$ cat src/common/smp_defines.vh
// constants and functional notes for the six channel motor pwm unit
// Functional notes
// - six generators, each able to drive its own output pin independently.
// - complementary mode pairs 0/1, 2/3, 4/5 as inverses with dead-time.
// - synchronous mode drives both outputs of each pair in phase.
// - each pair shares one 8-bit prescaler of the source clock.
// - each channel divides prescaled clock by 1, 2, 4, 8 or 16.
// - each channel has a 16-bit down/up counter whose period sets cycle length.
// - each channel has a 16-bit comparator setting duty from compare value.
// - twelve flags, period match and compare match for each channel.
// - each flag has an enable; enabled set flag raises the interrupt request.
// - one-shot gives one cycle then stops; auto-reload runs continuously.
// - one-shot only with edge-aligned counting; auto-reload in every mode.
// - period and compare writes go to buffers, loaded at period end.
// - group control makes channels 2,4 follow 0 and 3,5 follow 1.
// - edge-aligned, center-aligned and precise center-aligned counting.
// - center modes use separate compare points when counting down and up.
// - center modes may load buffered values at the period center.
`ifndef SMP_DEFINES_VH
`define SMP_DEFINES_VH

// ----------------------------------------
// counting alignment codes
// ----------------------------------------
`define SMP_ALIGN_EDGE 2'h0
`define SMP_ALIGN_CENTER 2'h1
`define SMP_ALIGN_PRECISE 2'h2

// ----------------------------------------
// pair mode codes
// ----------------------------------------
`define SMP_PAIR_INDEP 2'h0
`define SMP_PAIR_COMP 2'h1
`define SMP_PAIR_SYNC 2'h2

// ----------------------------------------
// reset values and field positions
// ----------------------------------------
`define SMP_CNT_RST 16'h0000
`define SMP_BUF_RST 16'h0000
`define SMP_FLAG_PRD 0
`define SMP_FLAG_CMP 1

`endif

$ cat src/verilog/smp_chan.v
// one pwm channel: buffers, down/up counter and comparator
`include "smp_defines.vh"
module smp_chan (
  input wire clk_sys,
  input wire rst_n,
  input wire clk_en,
  input wire tick,
  input wire en,
  input wire [1:0] align,
  input wire one_shot,
  input wire center_load,
  input wire buf_wr,
  input wire [15:0] buf_prd,
  input wire [15:0] buf_cdn,
  input wire [15:0] buf_cup,
  output wire lvl,
  output wire prd_hit,
  output wire cmp_hit,
  output wire run
);
  reg [15:0] prd_b_q, cdn_b_q, cup_b_q;
  reg [15:0] prd_a_q, cdn_a_q, cup_a_q;
  reg [15:0] cnt_q;
  reg up_q, hold_q, done_q;
  wire edge_m = (align == `SMP_ALIGN_EDGE);
  wire prec_m = (align == `SMP_ALIGN_PRECISE);
  wire os = one_shot & edge_m;
  wire [15:0] cmp_a = up_q ? cup_a_q : cdn_a_q;
  wire [15:0] top_n = (prd_b_q == 16'h0000) ? 16'h0000 : prd_b_q - 16'h0001;
  assign run = en & ~done_q;
  // duty from compare; separate up/down compare points
  assign lvl = run & (cnt_q <= cmp_a);
  assign prd_hit = tick & run & (cnt_q == prd_a_q);
  assign cmp_hit = tick & run & (cnt_q == cmp_a);

  // ----------------------------------------
  // buffers and counter
  // ----------------------------------------
  always @(posedge clk_sys or negedge rst_n) begin
    if (!rst_n) begin
      prd_b_q <= `SMP_BUF_RST;
      cdn_b_q <= `SMP_BUF_RST;
      cup_b_q <= `SMP_BUF_RST;
      prd_a_q <= `SMP_BUF_RST;
      cdn_a_q <= `SMP_BUF_RST;
      cup_a_q <= `SMP_BUF_RST;
      cnt_q <= `SMP_CNT_RST;
      up_q <= 1'b0;
      hold_q <= 1'b0;
      done_q <= 1'b0;
    end else if (clk_en) begin
      // software writes land in buffers only
      if (buf_wr) begin
        prd_b_q <= buf_prd;
        cdn_b_q <= buf_cdn;
        cup_b_q <= buf_cup;
      end
      if (!en) begin
        // idle: start from fresh buffered values
        prd_a_q <= prd_b_q;
        cdn_a_q <= cdn_b_q;
        cup_a_q <= cup_b_q;
        cnt_q <= prd_b_q;
        up_q <= 1'b0;
        hold_q <= 1'b0;
        done_q <= 1'b0;
      end else if (tick && !done_q) begin
        if (edge_m) begin
          // down counter, reload or stop at underflow
          if (cnt_q == 16'h0000) begin
            if (os) begin
              done_q <= 1'b1;
            end else begin
              prd_a_q <= prd_b_q;
              cdn_a_q <= cdn_b_q;
              cup_a_q <= cup_b_q;
              cnt_q <= prd_b_q;
            end
          end else begin
            cnt_q <= cnt_q - 16'h0001;
          end
        end else if (!up_q) begin
          if (cnt_q != 16'h0000) begin
            cnt_q <= cnt_q - 16'h0001;
          end else if (prec_m && !hold_q) begin
            hold_q <= 1'b1; // precise mode dwells one tick at center
          end else begin
            hold_q <= 1'b0;
            up_q <= 1'b1;
            cnt_q <= 16'h0001;
            // optional load at the center point
            if (center_load) begin
              prd_a_q <= prd_b_q;
              cdn_a_q <= cdn_b_q;
              cup_a_q <= cup_b_q;
            end
          end
        end else if (cnt_q < prd_a_q) begin
          cnt_q <= cnt_q + 16'h0001;
        end else if (prec_m && !hold_q) begin
          hold_q <= 1'b1;
        end else begin
          // period end at the top of the triangle
          hold_q <= 1'b0;
          up_q <= 1'b0;
          prd_a_q <= prd_b_q;
          cdn_a_q <= cdn_b_q;
          cup_a_q <= cup_b_q;
          cnt_q <= top_n;
        end
      end
    end
  end
endmodule

$ cat src/verilog/smp_dtime.v
// dead-time generator for one complementary pair
module smp_dtime (
  input wire clk_sys,
  input wire rst_n,
  input wire clk_en,
  input wire lvl,
  input wire [7:0] dt,
  output wire hi,
  output wire lo
);
  reg lvl_q;
  reg [7:0] cnt_q;

  // ----------------------------------------
  // gap after every edge of the source level
  // ----------------------------------------
  always @(posedge clk_sys or negedge rst_n) begin
    if (!rst_n) begin
      lvl_q <= 1'b0;
      cnt_q <= 8'h00;
    end else if (clk_en) begin
      if (lvl != lvl_q) begin
        lvl_q <= lvl;
        cnt_q <= dt;
      end else if (cnt_q != 8'h00) begin
        cnt_q <= cnt_q - 8'h01;
      end
    end
  end

  // inverse outputs, both low during the gap
  // zero gap gives both edges together
  assign hi = lvl_q & (cnt_q == 8'h00);
  assign lo = ~lvl_q & (cnt_q == 8'h00);
endmodule

$ cat src/verilog/smp_pwm_unit.v
// six channel motor pwm unit top: clocks, pairing, flags, outputs
`include "smp_defines.vh"
module smp_pwm_unit (
  input wire clk_sys,
  input wire rst_n,
  input wire clk_en,
  input wire [5:0] pwm_en,
  input wire [1:0] pair_mode,
  input wire grp_en,
  input wire [1:0] align,
  input wire [5:0] one_shot,
  input wire center_load,
  input wire [23:0] presc_val,
  input wire [17:0] div_sel,
  input wire [23:0] dead_time,
  input wire [5:0] buf_wr,
  input wire [15:0] buf_prd,
  input wire [15:0] buf_cdn,
  input wire [15:0] buf_cup,
  input wire [11:0] int_en,
  input wire [11:0] flag_clr,
  output reg pwm_out_0,
  output reg pwm_out_1,
  output reg pwm_out_2,
  output reg pwm_out_3,
  output reg pwm_out_4,
  output reg pwm_out_5,
  output reg [11:0] flag_q,
  output reg pwm_irq,
  output reg [5:0] run_q
);
  // ----------------------------------------
  // shared pair prescalers
  // ----------------------------------------
  wire [2:0] ptick;
  genvar p;
  generate
    for (p = 0; p < 3; p = p + 1) begin : g_pre
      // local counter, so each process drives a signal of its own
      reg [7:0] pcnt_q;
      assign ptick[p] = (pcnt_q == presc_val[p*8 +: 8]);
      always @(posedge clk_sys or negedge rst_n) begin
        if (!rst_n) begin
          pcnt_q <= 8'h00;
        end else if (clk_en) begin
          if (ptick[p] || !(pwm_en[2*p] | pwm_en[2*p+1])) begin
            pcnt_q <= 8'h00;
          end else begin
            pcnt_q <= pcnt_q + 8'h01;
          end
        end
      end
    end
  endgenerate

  // ----------------------------------------
  // per channel dividers and generators
  // ----------------------------------------
  wire [5:0] tick;
  wire [5:0] lvl;
  wire [5:0] prd_hit;
  wire [5:0] cmp_hit;
  wire [5:0] run;
  genvar c;
  generate
    for (c = 0; c < 6; c = c + 1) begin : g_ch
      reg [3:0] dcnt_q;
      wire [2:0] sel = div_sel[c*3 +: 3];
      // divide codes above 4 fall back to 16
      wire [3:0] mask = (sel == 3'h0) ? 4'h0 :
                        (sel == 3'h1) ? 4'h1 :
                        (sel == 3'h2) ? 4'h3 :
                        (sel == 3'h3) ? 4'h7 : 4'hF;
      // pass or divide by 2, 4, 8, 16
      assign tick[c] = ptick[c/2] & ((dcnt_q & mask) == mask);
      always @(posedge clk_sys or negedge rst_n) begin
        if (!rst_n) begin
          dcnt_q <= 4'h0;
        end else if (clk_en) begin
          if (!pwm_en[c]) begin
            dcnt_q <= 4'h0;
          end else if (ptick[c/2]) begin
            dcnt_q <= dcnt_q + 4'h1;
          end
        end
      end
      smp_chan u_chan (
        .clk_sys(clk_sys),
        .rst_n(rst_n),
        .clk_en(clk_en),
        .tick(tick[c]),
        .en(pwm_en[c]),
        .align(align),
        .one_shot(one_shot[c]),
        .center_load(center_load),
        .buf_wr(buf_wr[c]),
        .buf_prd(buf_prd),
        .buf_cdn(buf_cdn),
        .buf_cup(buf_cup),
        .lvl(lvl[c]),
        .prd_hit(prd_hit[c]),
        .cmp_hit(cmp_hit[c]),
        .run(run[c])
      );
    end
  endgenerate

  // ----------------------------------------
  // group control
  // ----------------------------------------
  // channels 2,4 follow 0 and 3,5 follow 1
  wire [5:0] src;
  assign src[0] = lvl[0];
  assign src[1] = lvl[1];
  assign src[2] = grp_en ? lvl[0] : lvl[2];
  assign src[3] = grp_en ? lvl[1] : lvl[3];
  assign src[4] = grp_en ? lvl[0] : lvl[4];
  assign src[5] = grp_en ? lvl[1] : lvl[5];

  // ----------------------------------------
  // dead-time and pair modes
  // ----------------------------------------
  wire [2:0] dt_hi;
  wire [2:0] dt_lo;
  reg [5:0] out_d;
  genvar d;
  generate
    for (d = 0; d < 3; d = d + 1) begin : g_dt
      smp_dtime u_dt (
        .clk_sys(clk_sys),
        .rst_n(rst_n),
        .clk_en(clk_en),
        .lvl(src[2*d]),
        .dt(dead_time[d*8 +: 8]),
        .hi(dt_hi[d]),
        .lo(dt_lo[d])
      );
    end
  endgenerate

  // pick pin levels by pair mode
  integer k;
  always @* begin
    out_d = src;
    for (k = 0; k < 3; k = k + 1) begin
      case (pair_mode)
        `SMP_PAIR_COMP: begin
          out_d[2*k] = dt_hi[k];
          out_d[2*k+1] = dt_lo[k];
        end
        `SMP_PAIR_SYNC: begin
          out_d[2*k+1] = src[2*k];
        end
        default: begin
          out_d[2*k] = src[2*k];
          out_d[2*k+1] = src[2*k+1];
        end
      endcase
    end
  end

  // ----------------------------------------
  // flags and interrupt request
  // ----------------------------------------
  reg [11:0] set_v;
  reg [11:0] flag_d;
  // own loop index, so the two processes never share a variable
  integer j;
  always @* begin
    for (j = 0; j < 6; j = j + 1) begin
      set_v[2*j + `SMP_FLAG_PRD] = prd_hit[j];
      set_v[2*j + `SMP_FLAG_CMP] = cmp_hit[j];
    end
    // set wins over a clear in the same cycle
    flag_d = (flag_q & ~flag_clr) | set_v;
  end

  // registered pins, flags and request
  always @(posedge clk_sys or negedge rst_n) begin
    if (!rst_n) begin
      pwm_out_0 <= 1'b0;
      pwm_out_1 <= 1'b0;
      pwm_out_2 <= 1'b0;
      pwm_out_3 <= 1'b0;
      pwm_out_4 <= 1'b0;
      pwm_out_5 <= 1'b0;
      flag_q <= 12'h000;
      pwm_irq <= 1'b0;
      run_q <= 6'h00;
    end else if (clk_en) begin
      pwm_out_0 <= out_d[0];
      pwm_out_1 <= out_d[1];
      pwm_out_2 <= out_d[2];
      pwm_out_3 <= out_d[3];
      pwm_out_4 <= out_d[4];
      pwm_out_5 <= out_d[5];
      flag_q <= flag_d;
      pwm_irq <= |(flag_d & int_en);
      run_q <= run;
    end
  end
endmodule

$ cat config.mk
export PLATFORM = sky130hd
export DESIGN_NAME = smp_pwm_unit
export DESIGN_NICKNAME = d
export VERILOG_FILES = /design/src/verilog/smp_chan.v /design/src/verilog/smp_dtime.v /design/src/verilog/smp_pwm_unit.v
export VERILOG_INCLUDE_DIRS = /design/src /design/src/common
export SDC_FILE = /design/constraint.sdc
export NUM_CORES = 2
export LEC_CHECK = 0
export BUFFER_PORTS_ARGS = -buffer_cell sky130_fd_sc_hd__clkbuf_2
export CAP_MARGIN = 25
export CORE_MARGIN = 2
export CORE_UTILIZATION = 50
export CTS_BUF_LIST = sky130_fd_sc_hd__clkbuf_2 sky130_fd_sc_hd__clkbuf_4 sky130_fd_sc_hd__clkbuf_8
export DETAILED_ROUTE_END_ITERATION = 7
export PLACE_DENSITY = 0.67
export SYNTH_ARGS = -nofsm -noshare
export SYNTH_HDL_FRONTEND = slang
export SYNTH_HIERARCHICAL = 1
export SYNTH_SLANG_ARGS = --single-unit
$ cat constraint.sdc
create_clock -name clk_sys -period 5.3 [get_ports clk_sys]
set_input_delay 0.53 -clock clk_sys [delete_from_list [all_inputs] [get_ports clk_sys]]
set_output_delay 0.53 -clock clk_sys [all_outputs]
set_load 0.03 [all_outputs]
# ---- After elaboration in Yosys (flattened, before gate mapping)
# Cells that the tools add are included.
dict set report totals {
  output_inout_bits 25
  register_bits 790
}
dict set report classes {
  n_addsub 30
  n_reduce_logical 113
  n_bitwise 70
  n_mux 433
  eq_ne 147
  n_lt_le_gt_ge 12
}
# cell n
set ops {}
lappend ops {{16-bit 2-to-1 mux} 264}
lappend ops {{16-bit == test} 12}
lappend ops {{16-bit logical NOT} 12}
lappend ops {{16-bit by 1-bit subtractor with 16-bit output (second input constant)} 12}
lappend ops {{4-bit 2-to-1 mux} 36}
lappend ops {{1-bit 2-to-1 mux} 121}
lappend ops {{16-bit by 1-bit adder with 16-bit output (second input constant)} 6}
lappend ops {{16-bit <= comparator} 6}
lappend ops {{16-bit less-than comparator} 6}
lappend ops {{16-bit nonzero test} 6}
lappend ops {{5-bit AND reduction} 18}
lappend ops {{8-bit 2-to-1 mux} 9}
lappend ops {{2-bit by 1-bit inequality test with 1-bit output (second input constant)} 30}
lappend ops {{3-bit inequality test (second input constant)} 18}
lappend ops {{1-bit bitwise AND} 48}
lappend ops {{4-bit inequality test (second input constant)} 12}
lappend ops {{8-bit AND reduction} 6}
lappend ops {{3-bit by 2-bit == test with 1-bit output (second input constant)} 12}
lappend ops {{3-bit by 2-bit inequality test with 1-bit output (second input constant)} 12}
lappend ops {{2-bit AND reduction} 18}
lappend ops {{5-bit inequality test (second input constant)} 6}
lappend ops {{5-bit by 3-bit inequality test with 1-bit output (second input constant)} 5}
lappend ops {{4-bit by 1-bit adder with 4-bit output (second input constant)} 6}
lappend ops {{8-bit by 1-bit adder with 8-bit output (second input constant)} 3}
lappend ops {{29 further kinds} 121}

# ---- Longest topological paths before layout
dict set report depth {
  word_depth 13
  ltp_mapped 18
}

# ---- Hierarchy
# Netlist, hierarchy kept.
# mod n_inst area_each_um2 seq_area_each_um2 cells_each
set by_module_without_submodules {}
lappend by_module_without_submodules {{smp_chan at g_ch[0].u_chan ...} 3 6824.0 2877.8 634}
lappend by_module_without_submodules {{smp_chan at g_ch[5].u_chan} 1 6759.0 2877.8 628}
lappend by_module_without_submodules {{smp_chan at g_ch[4].u_chan} 1 6751.5 2877.8 639}
lappend by_module_without_submodules {{smp_chan at g_ch[1].u_chan} 1 6744.0 2877.8 615}
lappend by_module_without_submodules {smp_pwm_unit 1 4449.3 1826.8 491}
lappend by_module_without_submodules {smp_dtime 3 613.1 225.2 68}

# ---- Worst setup path after synthesis
# No wires, ideal clock.
dict set report synth_path {
  path_type {reg-to-reg}
  startpoint {register g_ch[0].u_chan.up_q}
  endpoint {register g_dt[1].u_dt.cnt_q[2]}
  stages_incl_launch_ff 17
  required_ps 5179
  n_path_buf 3
  slack_ps 1056
  t_arrival_ps 4123
  path_cell_list {dfrtp_1 > buf_1 > buf_1 > mux2i_1 > ha_1 > nor2b_1 > o21a_1 > o21a_1 > o21ai_0 > a2111oi_0 > o31ai_1 > nand2_1 > o21ai_0 > xor2_1 > buf_4 > o21ai_0 > a22o_1}
}
dict set report synth_between {
  elab_chain_cells 7
}
# item line_no
set synth_rtl {}
lappend synth_rtl {{from (decl)} smp_chan.v:24} ;# reg up_q, hold_q, done_q;
lappend synth_rtl {{from (signal assigned)} smp_chan.v:48} ;# up_q <= 1'b0;
lappend synth_rtl {{from (signal assigned)} smp_chan.v:64} ;# up_q <= 1'b0;
lappend synth_rtl {{from (signal assigned)} smp_chan.v:89} ;# up_q <= 1'b1;
lappend synth_rtl {{16-bit 2-to-1 mux *} smp_chan.v:28} ;# wire [15:0] cmp_a = up_q ? cup_a_q : cdn_a_q;
lappend synth_rtl {{16-bit <= comparator *} smp_chan.v:32} ;# assign lvl = run & (cnt_q <= cmp_a);
lappend synth_rtl {{1-bit bitwise AND *} smp_chan.v:32}
lappend synth_rtl {{net lvl[0]} smp_pwm_unit.v:60} ;# wire [5:0] lvl;
lappend synth_rtl {{1-bit 2-to-1 mux *} smp_pwm_unit.v:115} ;# assign src[2] = grp_en ? lvl[0] : lvl[2];
lappend synth_rtl {{net src[2]} smp_pwm_unit.v:112} ;# wire [5:0] src;
lappend synth_rtl {{1-bit inequality test *} smp_dtime.v:22} ;# if (lvl != lvl_q) begin
lappend synth_rtl {{2-bit nonzero test (no line)} n/a}
lappend synth_rtl {{2-bit AND reduction (no line)} n/a}
lappend synth_rtl {{to (signal assigned)} smp_dtime.v:24} ;# cnt_q <= dt;
lappend synth_rtl {{to (signal assigned)} smp_dtime.v:26} ;# cnt_q <= cnt_q - 8'h01;
lappend synth_rtl {{to (decl)} smp_dtime.v:12} ;# reg [7:0] cnt_q;
# The timed path passes the listed nets; every way through them passes the cells marked *.
# A chain may end at the register's enable or synchronous reset.

# ---- Final worst setup path
dict set report layout_path {
  startpoint {register g_ch[2].u_chan.up_q}
  endpoint {register g_dt[1].u_dt.cnt_q[4]}
}
dict set report layout_between {
  elab_chain_cells 7
}
# item line_no
set layout_rtl {}
lappend layout_rtl {{from (decl)} smp_chan.v:24}
lappend layout_rtl {{from (signal assigned)} smp_chan.v:48}
lappend layout_rtl {{from (signal assigned)} smp_chan.v:64}
lappend layout_rtl {{from (signal assigned)} smp_chan.v:89}
lappend layout_rtl {{16-bit 2-to-1 mux *} smp_chan.v:28}
lappend layout_rtl {{16-bit <= comparator *} smp_chan.v:32}
lappend layout_rtl {{1-bit bitwise AND *} smp_chan.v:32}
lappend layout_rtl {{net lvl[2]} smp_pwm_unit.v:60}
lappend layout_rtl {{1-bit 2-to-1 mux *} smp_pwm_unit.v:115}
lappend layout_rtl {{net src[2]} smp_pwm_unit.v:112}
lappend layout_rtl {{1-bit inequality test *} smp_dtime.v:22}
lappend layout_rtl {{2-bit nonzero test (no line)} n/a}
lappend layout_rtl {{2-bit AND reduction (no line)} n/a}
# Marked as above.

==> results.rst <==
.. list-table::
   :header-rows: 1

   * - Metric
     - Value
   * - Vias in the first global route
     - 36.0k
   * - Commonest non-fill, non-tap cell in the layout
     - sky130_fd_sc_hd__dfrtp_1
   * - Post-synth top area cell
     - sky130_fd_sc_hd__dfrtp_1
   * - Fin. max-slew vios
     - 0
   * - Post-Syn Nets
     - 4883
   * - Xor-xnor portion of the synthesized cell area
     - 4.10%
   * - Achievable Freq
     - 0.234 GHz
   * - Inserted Clock Buffers
     - 140
   * - Register clock-pin slew on the reported worst setup and hold paths
     - about 0.060 ns
   * - Number of gates given a new drive strength after cts
     - 0
   * - Most frequent cells in the layout
     - sky130_fd_sc_hd__dfrtp_1 (790), sky130_fd_sc_hd__mux2_2 (487), sky130_fd_sc_hd__nand2_1 (301)
   * - Port bufs
     - 189
   * - Post-route worst hold slack
     - 0.0603 ns
   * - Largest net degree at the start of global routing
     - 137
   * - I/O Pins
     - 190
   * - Flip-flop cell with the highest count after synthesis
     - sky130_fd_sc_hd__dfrtp_1
   * - Initial Util
     - slightly above 50%
   * - Area added between synthesis and finish
     - 11.3%
   * - Type of the worst setup path
     - reg -> reg
   * - Most Frequent Cell on Critical Path
     - sky130_fd_sc_hd__buf_4
   * - Setup Viol. Count Final
     - 0
   * - Final period utilization
     - 80.8%
   * - Critical path startpoint
     - g_ch[2].u_chan/up_q
   * - Critical path capture point type
     - flop
   * - Clock buffer depth
     - 3
   * - Ys Warns
     - 6
   * - Top cell type's share of synthesized area
     - 42.0%
   * - Peak supply drop
     - 0.270 mV
   * - Period minus WS final
     - 4.28 ns
   * - Total congestion overflow
     - 0
   * - Sequential area share after synthesis
     - 42.0%
   * - Highest fanout seen on the critical path
     - 14
   * - Launch point of the worst hold path
     - dead_time[20]
   * - Avg WL per Cell
     - ~24 um
   * - Share of post-route cells with drive strength above 1
     - 23.6%
   * - Buffer count from post-CTS setup fixing
     - 0
   * - Area occupied by registers
     - between 15000 and 20000 um2
   * - Placed Cells incl. Taps
     - 5751
   * - Hold Crit Endpoint
     - g_dt[2].u_dt/cnt_q[4]
   * - Maximum cell stage delay along the critical path
     - ~0.64 ns
   * - H-tree levels
     - 4
   * - Cell type group with the largest total delay on the critical path
     - compound AO/OA/AOI/OAI gates
   * - All-layer global routing usage
     - between 20% and 30%
   * - Mean number of vias per cell
     - 6.21
   * - Data arrival at the endpoint of the critical path
     - 4.97 ns
   * - Type of origin of the critical path
     - flop
   * - WHS Path Cells
     - 4
   * - Combinational family with the most area after synthesis
     - multiplexers
   * - Synthesized area divided by synthesized cell count
     - 10.5 um2
   * - Max-capacitance violation count
     - 0
   * - Buffer and inverter count on the worst path
     - 4
   * - Layout net count
     - 5068
   * - Leakage Power
     - ~22 nW
   * - RSZ-0062 raised after global routing
     - false
   * - Simple-gate portion of the synthesized area
     - 14.0%
   * - Hold Violations, Final
     - 0
   * - Chip Height
     - ~310 um
   * - CTS Root Cell
     - sky130_fd_sc_hd__clkbuf_8
   * - EDFF count, synth
     - 0
   * - Worst-Margin Slew
     - 1.24 ns
   * - Share of flip-flops with an asynchronous set or reset
     - 100%
   * - Accumulated negative setup slack
     - 0 ns
   * - Main area contributors after synthesis
     - sky130_fd_sc_hd__dfrtp_1 (42%), sky130_fd_sc_hd__mux2_2 (12%), sky130_fd_sc_hd__ha_1 (6.4%), sky130_fd_sc_hd__mux2i_1 (2.7%), sky130_fd_sc_hd__nand2_1 (2.5%)
   * - FF+latch count, synth
     - 790
   * - CTS tree
     - built
   * - Iter 0 DRT Violations
     - 4046
   * - Initial antenna violation count
     - 23
   * - Post-Route Utilization
     - 56.1%
   * - CP required
     - 5.98 ns
   * - Total wire length
     - 143000 um
   * - Normalized max-slew margin
     - between 10% and 20%
   * - Crit Reg-Reg Startpoint
     - g_ch[2].u_chan/up_q
   * - Estimated wirelength of the detail-placed design
     - 98500 um
   * - Fill cell total of the finished layout
     - just over 8k
   * - Width of the chip
     - about 310 um
   * - Post-layout instance count excluding filler cells
     - 6030
   * - Post-Syn Instances
     - between 4k and 5k
   * - Clk sink count
     - 790
   * - Post-Route Skew
     - 0.0545 ns
   * - Compound-gate portion of the synthesized area
     - 12.6%
   * - Power Density
     - 390 nW/um2
   * - Area occupied by multi-input gates
     - 25400 um2
   * - Type of the tightest min-delay check
     - in -> reg
   * - Cell with the biggest individual delay on the critical path
     - sky130_fd_sc_hd__o31ai_1
   * - Placer congestion estimate
     - 0.952
   * - Clk Latency, worst-skew pair
     - between 0.8 and 0.9 ns
   * - Post-synthesis adder-cell area fraction
     - 6.36%
   * - DRC violation count after routing
     - 0
   * - R2R depth
     - 13
   * - Count of unique library cells instantiated by Yosys
     - 99
   * - Floorplan Core Area
     - 93200 um2
   * - Wire length of the first global-routing pass
     - 219000 um
   * - Portion of netlist area occupied by mux cells
     - 17.0%
   * - RR Endpoint
     - g_dt[1].u_dt/cnt_q[4]
   * - Minimum setup slack among reg-to-reg paths
     - 1.02 ns
   * - Summed instance area of the synthesized netlist
     - 47000 um2
   * - First-pass DRT Iterations
     - 6
   * - Full die area
     - 96500 um2
   * - Worst path cell trace
     - buf_4 -> mux2i_1 -> ha_1 -> a2111oi_0 -> a2111oi_0 -> o31ai_1 -> inv_1 -> o21ai_0 -> buf_4 -> xor2_1 -> buf_4 -> o21ai_0 -> a22o_1
   * - Run status
     - finished clean
   * - Number of routed nets with antenna violations
     - 0
   * - Std cell rows
     - approximately 110
   * - Via count
     - about 37k
==> through the flow <==
step | total power, W | setup slack [ns] | instance area (um2)
floorplan | 0.0125 | 1.06 | 47000
global placement | 0.0142 | 1.10 | 49000
detailed placement | 0.0144 | 0.911 | 49100
CTS | 0.0205 | 0.828 | 52300
global route | 0.0216 | 0.725 | 52300
finish | 0.0204 | 1.02 | 52300
==> routing by layer <==
metal | GRT usage (%) | share of wire [%]
met4 | 11.7 | 3.9
met2 | 44.2 | 44
met3 | 5.34 | 8.2
met5 | 0 | 0.0091
met1 | 41.4 | 44
==> final cells by class <==
| cell class | count | share of cell area, % |
|---|---|---|
| diodes | 4 | 0.0191 |
| clock buffers | 214 | 5.06 |
| clock inverters | 36 | 0.636 |
| inverters | 166 | 1.19 |
| multi-input cells | 3273 | 48.6 |
| flip-flops and latches | 790 | 37.8 |
| well taps | 1254 | 3.00 |
| repair buffers | 293 | 3.70 |
==> worst reg2reg max path: stages, from the launching register on <==
cell	delay (ns)
sky130_fd_sc_hd__dfrtp_1	0.56
sky130_fd_sc_hd__buf_4	0.35
sky130_fd_sc_hd__mux2i_1	0.23
sky130_fd_sc_hd__ha_1	0.27
sky130_fd_sc_hd__a2111oi_0	0.44
sky130_fd_sc_hd__a2111oi_0	0.20
sky130_fd_sc_hd__o31ai_1	0.64
sky130_fd_sc_hd__inv_1	0.31
sky130_fd_sc_hd__o21ai_0	0.24
sky130_fd_sc_hd__buf_4	0.17
sky130_fd_sc_hd__xor2_1	0.13
sky130_fd_sc_hd__buf_4	0.21
sky130_fd_sc_hd__o21ai_0	0.13
sky130_fd_sc_hd__a22o_1	0.28
==> synth_stat cells, drive strengths merged, types with 57 or more instances <==
library cell,n
dfrtp,790
mux2,588
nand2,309
nor2,241
ha,239
o21ai,224
inv,166
a21oi,160
clkbuf,140
mux2i,128
nor3,128
xnor2,114
buf,110
xor2,106
nand4,105
nand3,94
nor4,70
o31ai,57
==> repair_timing <==
| item | 4_1_cts | 5_1_grt |
|---|---|---|
| endpoints found under the hold margin | 109 | 0 |
| endpoints found under the setup margin | 0 | 0 |
| hold buffers | 22 | 0 |
==> state kept, by name, indices dropped and copies added, names as in the netlist, 3 cells and up <==
| signal | count |
|---|---|
| flag_q | 12 |
| g_ch.dcnt_q | 24 |
| g_ch.u_chan/cdn_a_q | 96 |
| g_ch.u_chan/cdn_b_q | 96 |
| g_ch.u_chan/cnt_q | 96 |
| g_ch.u_chan/cup_a_q | 96 |
| g_ch.u_chan/cup_b_q | 96 |
| g_ch.u_chan/done_q | 6 |
| g_ch.u_chan/hold_q | 6 |
| g_ch.u_chan/prd_a_q | 96 |
| g_ch.u_chan/prd_b_q | 96 |
| g_ch.u_chan/up_q | 6 |
| g_dt.u_dt/cnt_q | 24 |
| g_dt.u_dt/lvl_q | 3 |
| g_pre.pcnt_q | 24 |
| run_q | 6 |
==> cell families (layout without fill, tap and decap cells) <==
logic type / count (synthesis) / count (layout)
mux: 716 / 716
fa+ha+maj: 239 / 239
compound gates: 858 / 858
xor+xnor: 220 / 220
simple gates: 1240 / 1240
other cells: 0 / 4
flops: 790 / 790
buf+inv: 416 / 709
==> report_power, final <==
| part | total (W) | internal, W | switching (W) |
|---|---|---|---|
| sequential | 0.00880 | 0.00729 | 0.00151 |
| combinational | 0.00557 | 0.00259 | 0.00298 |
| clock | 0.00603 | 0.00329 | 0.00274 |
| total | 0.0204 | 0.0132 | 0.00723 |
==> worst max path at each step <==
| stage | end | cells past startpoint | slack [ns] |
|---|---|---|---|
| 6_report | g_dt[1].u_dt/cnt_q[4] | 13 | 1.02 |
| 5_1_grt | g_dt[1].u_dt/cnt_q[4] | 17 | 0.72 |
| 4_1_cts | g_dt[2].u_dt/cnt_q[5] | 13 | 0.83 |
| 3_5_place_dp | g_dt[2].u_dt/cnt_q[5] | 13 | 0.91 |
| 3_3_place_gp | g_dt[2].u_dt/cnt_q[5] | 13 | 1.10 |
| 2_1_floorplan | g_dt[1].u_dt/cnt_q[2] | 16 | 1.06 |
Power figures use the tool's default switching activity.
